==> src/usb_suspend_pkg.sv <==
// Package for the USB suspend state control block.
// Assumes one 40 MHz clock domain and USB event detection done upstream.
package usb_suspend_pkg;
    localparam int unsigned gpio_width = 8;
    localparam logic suspend_reset_value = 1'b1;

    // USB bus events as delivered by the serial interface engine, one-cycle pulses.
    typedef struct packed {
        logic suspend_detected;
        logic resume_detected;
        logic resume_generated;
        logic bus_reset_detected;
        logic config_done;
    } usb_event_type;

    // Suspend indicator pins, each split into level and enable.
    typedef struct packed {
        logic suspend_out;
        logic suspend_oe;
        logic suspend_n_out;
        logic suspend_n_oe;
        logic pull_up_enable;
    } indicator_type;

    typedef struct packed {
        logic [gpio_width-1:0] level;
        logic [gpio_width-1:0] direction;
    } gpio_type;

    typedef enum logic [1:0] {
        st_unconfigured,
        st_active,
        st_suspended
    } power_state_type;
endpackage

==> src/usb_suspend_state_control.sv <==
// Suspend and resume state control with suspend indicator pins and GPIO hold.
// Assumes USB events arrive as synchronous pulses and data paths sit outside.
// Operation
// - Host commands pass to SMBus with valid blocked while suspended; GPIO requests pass except while suspended.
// - Enter suspend from normal operation when suspend signaling is detected on the USB bus with no bus reset in the same cycle.
// - Both suspend indicators assert at the moment suspend is entered.
// - After device reset, indicators stay asserted until enumeration configuration completes.
// - Active-high indicator is 1 while suspended, 0 in normal operation.
// - Active-low indicator is always the complement of the active-high one.
// - Leave suspend on resume detected or generated, bus reset, or device reset.
// - During device reset both indicators float with a weak pull to io_supply_rail.
// - GPIO level and direction are held unchanged while suspended.
`timescale 1ns/1ps
`default_nettype none
module usb_suspend_state_control
(
    input wire logic clk,
    input wire logic rstn,
    input wire logic clk_en,
    input wire usb_suspend_pkg::usb_event_type usb_event,
    input wire logic [7:0] host_cmd_data,
    input wire logic host_cmd_valid,
    output logic [7:0] smbus_cmd_data,
    output logic smbus_cmd_valid,
    input wire usb_suspend_pkg::gpio_type gpio_request,
    output usb_suspend_pkg::gpio_type gpio_drive,
    output usb_suspend_pkg::indicator_type indicator,
    output logic low_power
);
    import usb_suspend_pkg::*;

    power_state_type state;
    power_state_type next_state;
    logic suspended;
    logic next_suspended;
    gpio_type next_gpio_drive;
    logic [7:0] next_smbus_cmd_data;
    logic next_smbus_cmd_valid;

    always_comb
    begin
        next_state = state;
        unique case (state)
            st_unconfigured:
            begin
                if (usb_event.config_done)
                begin
                    next_state = st_active;
                end
            end
            st_active:
            begin
                if (usb_event.bus_reset_detected)
                begin
                    next_state = st_unconfigured;
                end
                else if (usb_event.suspend_detected)
                begin
                    next_state = st_suspended;
                end
            end
            st_suspended:
            begin
                // A bus reset returns to enumeration, so indicators stay asserted until reconfigured.
                if (usb_event.bus_reset_detected)
                begin
                    next_state = st_unconfigured;
                end
                else if (usb_event.resume_detected || usb_event.resume_generated)
                begin
                    next_state = st_active;
                end
            end
        endcase
        next_suspended = (next_state != st_active);
    end

    always_comb
    begin
        next_gpio_drive = gpio_drive;
        if (next_state != st_suspended)
        begin
            next_gpio_drive = gpio_request;
        end
        // GPIO follows the request only when the coming state is not suspended.
        next_smbus_cmd_data = host_cmd_valid ? host_cmd_data : smbus_cmd_data;
        next_smbus_cmd_valid = host_cmd_valid && (state != st_suspended);
    end

    always_ff @(posedge clk or negedge rstn)
    begin
        if (!rstn)
        begin
            state <= st_unconfigured;
            suspended <= suspend_reset_value;
            gpio_drive <= '0;
            smbus_cmd_data <= 8'h00;
            smbus_cmd_valid <= 1'b0;
        end
        else if (clk_en)
        begin
            state <= next_state;
            suspended <= next_suspended;
            gpio_drive <= next_gpio_drive;
            smbus_cmd_data <= next_smbus_cmd_data;
            smbus_cmd_valid <= next_smbus_cmd_valid;
        end
    end

    // Reset gating is combinational on rstn so the pins float at once, not one edge late.
    always_comb
    begin
        indicator.suspend_out = suspended;
        indicator.suspend_n_out = ~suspended;
        indicator.suspend_oe = rstn;
        indicator.suspend_n_oe = rstn;
        indicator.pull_up_enable = ~rstn;
    end

    assign low_power = (state == st_suspended);
endmodule
`default_nettype wire

==> config.mk <==
export PLATFORM = sky130hd
export DESIGN_NAME = usb_suspend_state_control
export DESIGN_NICKNAME = d
export VERILOG_FILES = /design/src/usb_suspend_pkg.sv /design/src/usb_suspend_state_control.sv
export SDC_FILE = /design/constraint.sdc
export NUM_CORES = 1
export LEC_CHECK = 0
export BUFFER_PORTS_ARGS = -buffer_cell sky130_fd_sc_hd__buf_2
export CAP_MARGIN = 20
export CORE_UTILIZATION = 40
export CTS_CLUSTER_SIZE = 40
export DETAILED_ROUTE_END_ITERATION = 12
export PLACE_DENSITY = 0.84
export SLEW_MARGIN = 20
export SYNTH_ARGS = -nofsm -noshare
export SYNTH_HDL_FRONTEND = slang
export SYNTH_SLANG_ARGS = --single-unit
==> constraint.sdc <==
create_clock -name clk -period 2.9 [get_ports clk]
set_clock_uncertainty 0.05 [all_clocks]
set_input_delay 0.87 -clock clk [delete_from_list [all_inputs] [get_ports clk]]
set_output_delay 0.87 -clock clk [all_outputs]
set_load 0.01 [all_outputs]
==> results of run 1 <==
-- layer usage --
metal  GRT usage  up-vias
met5           0        -
met4      0.0510        0
met3      0.0335        2
met2       0.271       39
met1       0.184      447
li1            -      421
-- registers in the layout, summed over array words and instances, names as in the netlist --
register         cells
state                2
suspended            1
smbus_cmd_valid      1
smbus_cmd_data       8
gpio_drive          16
-- layout make-up --
class	instances	area (um2)	area share
inverter	7	26.3	0.0160
tap	44	55.1	0.0336
sequential	28	702	0.428
clock buffer	4	36.3	0.0221
timing repair buffer	64	323	0.197
multi-input combinational	46	498	0.304
-- path summary, 6_finish.rpt --
check | startpoint | end | cells after the start
max | state[0] | gpio_drive[7] | 6
max reg2reg | state[0] | gpio_drive[7] | 6
min | suspended | suspended | 2
max in group asynchronous | rstn | suspended | 2
min reg2reg | suspended | suspended | 2
min in group asynchronous | rstn | smbus_cmd_data[6] | 2
-- power breakdown --
part	switching (mW)	leakage, nW	total, mW	internal (mW)
sequential	0.0713	0.328	0.585	0.514
combinational	0.253	0.485	0.539	0.286
clock	0.105	0.0210	0.181	0.0767
total	0.429	0.834	1.31	0.877
-- stage by stage --
| stage | setup WS, ns | std cells | hold WS, ns |
|---|---|---|---|
| finish | 0.427 | 193 | 0.465 |
| detailed placement | 0.182 | 189 | 0.441 |
| floorplan | 0.390 | 86 | 0.497 |
| CTS | 0.410 | 193 | 0.473 |
| global placement | 0.232 | 189 | 0.435 |
| global route | 0.313 | 193 | 0.499 |
-- cell families (layout without fill, tap and decap cells) --
family / after synthesis / after routing / share of synthesized area
AOI/OAI and AO/OA: 10 / 10 / 0.0812
and+or+nand+nor: 10 / 10 / 0.0495
adders and majority gates: 2 / 2 / 0.0198
DFF: 28 / 28 / 0.555
buffers and inverters: 12 / 75 / 0.0505
muxes: 24 / 24 / 0.244
-- critical path, cell delays in order, from the launching register on --
cell and delay (ns):
dfrtp_1 0.45, inv_1 0.10, ha_1 0.22, or3b_4 0.41, a2111oi_4 0.45, o211ai_4 0.31, mux2_4 0.39
-- cell usage in the layout (no fill, tap or decap), drive strengths merged --
cell / netlist / final
dfstp: 1 / 1
nand3b: 2 / 2
nand2: 3 / 3
o21a: 1 / 1
or3b: 1 / 1
clkbuf: 1 / 4
a2111oi: 1 / 1
nor3b: 1 / 1
nor2: 1 / 1
buf: 4 / 64
a22oi: 1 / 1
o211ai: 3 / 3
and2b: 1 / 1
o221ai: 1 / 1
mux2: 24 / 24
o21ai: 1 / 1
nor2b: 1 / 1
dfrtp: 27 / 27
ha: 2 / 2
a21oi: 2 / 2
inv: 7 / 7
==> flow_metrics.tcl, run 1 <==
set metrics [dict create \
    fin_setup_tns_ns 0 \
    start_util 0.417 \
    dpl_cell_area_um2 1600 \
    drv_cap 0 \
    area_delta_synth_final_pct 29.8 \
    period_share 0.853 \
    die-height_um 58.2 \
    post-dp-hpwl_um 1940 \
    end_kind "flip-flop" \
    core_area_um2 3030 \
    netlist_top_cells_count "dfrtp_1, mux2_2, mux2_4, inv_1" \
    wire_per_inst_um 12.6 \
    rsz0062_at_grt "false" \
    grt_pass1_wl_um 3900 \
    fillers 265 \
    met1_length_um 1010 \
    ys.flop_type "dfrtp_1" \
    synth_edf_count 0 \
    cts_max_path_buffers 2 \
    syn_area_um2 1260 \
    fin_nets 185 \
    clk_pin_slew_ns 0.14 \
    worstMarginPinSlew_ns 0.687 \
    max_freq_mhz 404 \
    yosys_warnings 0 \
    cts_hold_buf 0 \
    total_power_mw 1.31 \
    async_flop_share 1.00 \
    yosys-top-cells-area "dfrtp_1, mux2_2, mux2_4" \
    met3_length_um 165 \
    ir_drop_mv 0.350 \
    setup_viol 0 \
    io_pins 64 \
    dr.pass1.iters 2 \
    p_leak_nw 0.834 \
    first_iter_violations 10 \
    diodes 0 \
    final_cell_area_um2 1640 \
    cts_root_buffer "clkbuf_4" \
    ys_types 24 \
    drive_gt1_frac 0.644 \
    required_ns 3.07 \
    clock_latency_ns 0.31 \
    grt-ovfl-total 0 \
    numPortBuffers 63 \
    final_util 0.542 \
    highest_layer "met4" \
    fin_crit_ns 2.47 \
    gp_congestion 0.650 \
    rrSetupSlack_ns 0.43 \
    cts_buffers 3 \
    clkSinkCount 28 \
    yosysSeqAreaShare 0.555 \
    postSynthNetCount 121 \
    ctsResizeCount 0 \
    drc 0 \
    grt_pass1_vias 916 \
    synth_area_leader_cell "dfrtp_1" \
    grt_antenna_before_repair 0 \
    slew_headroom 0.540 \
    cts_tree "yes" \
    grt_usage 0.153 \
    worstSetupPathType "reg2reg" \
    syn-instance-count 86 \
    post-cts-setup-buffers 0 \
    rows 20 \
    routed_via_density 4.71 \
    finalHoldViolCount 0 \
    wl_met2_um 1250 \
    ant_nets 0 \
    cp-start-kind "flip-flop" \
    outcome "completed" \
    cts-htree-levels 1 \
    arrival_ns 2.64 \
    synth_top_area_share 0.535 \
    yosysMostFrequentCell "dfrtp_1" \
    cp_max_fo 16 \
    vias 909 \
    dieArea_um2 3390 \
    die_w_um 58.2 \
    holdCritPathClass "reg2reg" \
    avgSynthCellArea_um2 14.7 \
    synth.ff_latch_count 28 \
    final_max_slew_viol_count 0 \
    grt_start_max_net_pins 29 \
    wl_um 2430 \
    powerDensity_nw_per_um2 796 \
]
No activity file was read; power rests on OpenSTA's default activity.
==> run 2: changes to the inputs <==
Settings changed: CELL_PAD_IN_SITES_DETAIL_PLACEMENT from default to 0, CELL_PAD_IN_SITES_GLOBAL_PLACEMENT from default to 2, CORE_UTILIZATION 40 to 28, PLACE_DENSITY 0.84 to 0.91.
==> run 2 against run 1 <==
Effect of this change:
- clock-buffer cell count down 1
- non-clock buffer count unchanged
- die area up 41%
- critical path depth unchanged
- setup slack better by 0.010 ns
- via count down 0.55%
- flip-flop and latch count unchanged
- global-route usage down 4.2 points
- sequential share of layout area down 1.1 points
- final cell count up 4.1%
- final area up 2.7%
- clock power up 68%
==> flow_metrics.tcl, run 2 (synthesis gave the netlist of run 1 again) <==
set metrics [dict create \
    setup_viol 0 \
    r2r_start "state[0]" \
    worstPathCellList "inv_1, ha_1, or3b_4, a2111oi_4, o211ai_4, mux2_4" \
    holdCritPathClass "reg2reg" \
    end_kind "flip-flop" \
    fin_setup_tns_ns 0 \
    powerDensity_nw_per_um2 843 \
    grt_usage 0.111 \
    final_max_slew_viol_count 0 \
    post-dp-hpwl_um 2010 \
    cp-start-kind "flip-flop" \
    p_leak_nw 0.849 \
    core_area_um2 4350 \
    largest_register_ffs 16 \
    clkSinkCount 28 \
    cts_root_buffer "clkbuf_8" \
    max_stage_delay_ns 0.46 \
    worstPathBufferInverterCount 1 \
    reg2reg_to "gpio_drive[14]" \
    fin_nets 185 \
    grt_pass1_wl_um 4280 \
    grt_start_max_net_pins 29 \
    rrSetupSlack_ns 0.44 \
    dr.pass1.iters 2 \
    dieArea_um2 4790 \
    arrival_ns 2.58 \
    routed_via_density 4.50 \
    fin_crit_ns 2.46 \
    io_pins 64 \
    ff2ff_path_depth 6 \
    cts_max_path_buffers 2 \
    finalHoldViolCount 0 \
    vias 904 \
    slew_headroom 0.540 \
    die_w_um 69.2 \
    clock_latency_ns 0.27 \
    final_util 0.387 \
    wire_per_inst_um 12.7 \
    total_power_mw 1.42 \
    max_freq_mhz 406 \
    ant_nets 0 \
    rows 24 \
    critPathTopFamily "compound AO/OA/AOI/OAI gates" \
    holdCritStartpoint "smbus_cmd_data[6]" \
    start_util 0.290 \
    clk_pin_slew_ns 0.09 \
    outcome "completed" \
    layout.cells.most_common "buf_2" \
    first_iter_violations 46 \
    min_to "smbus_cmd_data[6]" \
    area_delta_synth_final_pct 33.4 \
    drv_cap 0 \
    required_ns 3.01 \
    hold_depth 1 \
    numPortBuffers 63 \
    cts_buffers 3 \
    worstMarginPinSlew_ns 0.686 \
    period_share 0.849 \
    wl_um 2550 \
    worstSetupPathType "reg2reg" \
    final_cell_mix "buf_2, dfrtp_1, mux2_2" \
    drc 0 \
    regMostFlops "gpio_drive" \
    grt_antenna_before_repair 0 \
    cp_max_fo 16 \
    fin_hold_ws_ns 0.457 \
    gp_congestion 0.748 \
    diodes 0 \
    crit_slowest_cell "a2111oi_4" \
    grt-ovfl-total 0 \
    cts-htree-levels 1 \
    ctsResizeCount 0 \
    die-height_um 69.2 \
    grt_pass1_vias 952 \
    cts_tree "yes" \
    drive_gt1_frac 0.644 \
    cts_hold_buf 0 \
    rsz0062_at_grt "false" \
    post-cts-setup-buffers 0 \
    ir_drop_mv 0.337 \
    top_regs "gpio_drive x16, smbus_cmd_data x8, state x2" \
]
-- run 2: layout make-up --
class	instances	area, um2
clock buffers	3	41.3
clock inverters	1	30.0
fillers	421	2670
inverters	7	26.3
multi-input cells	46	498
flip-flops and latches	28	702
well taps	52	65.1
repair buffers	64	323
-- run 2: per-layer routing --
metal | up-vias | global-route usage | routed length [um]
li1 | 419 | - | -
met3 | 4 | 0.0305 | 168
met1 | 444 | 0.137 | 1080
met2 | 37 | 0.189 | 1280
met4 | 0 | 0.0340 | 19
met5 | - | 0 | 0
-- run 2: worst max path at each step --
stage / start / endpoint / slack, ns / cells after the start
global route: state[0] / gpio_drive[1] / 0.29 / 6
detailed placement: usb_event[2] / gpio_drive[1] / 0.16 / 5
floorplan: usb_event[2] / gpio_drive[0] / 0.39 / 5
global placement: usb_event[2] / gpio_drive[3] / 0.21 / 5
CTS: state[0] / gpio_drive[1] / 0.41 / 6
finish: state[0] / gpio_drive[14] / 0.44 / 6
-- run 2: power by group --
group	total, mW	switching, mW	internal, mW	leakage (nW)
registers	0.581	0.0664	0.515	0.328
logic	0.537	0.251	0.286	0.485
clock network	0.304	0.119	0.185	0.0357
total	1.42	0.437	0.985	0.849
-- run 2: per-stage QoR --
step                cell area [um2]  setup WS, ns  std cells
floorplan                      1260         0.390         86
finish                         1690         0.438        201
global placement               1610         0.211        197
global route                   1690         0.287        201
CTS                            1690         0.408        201
detailed placement             1610         0.159        197
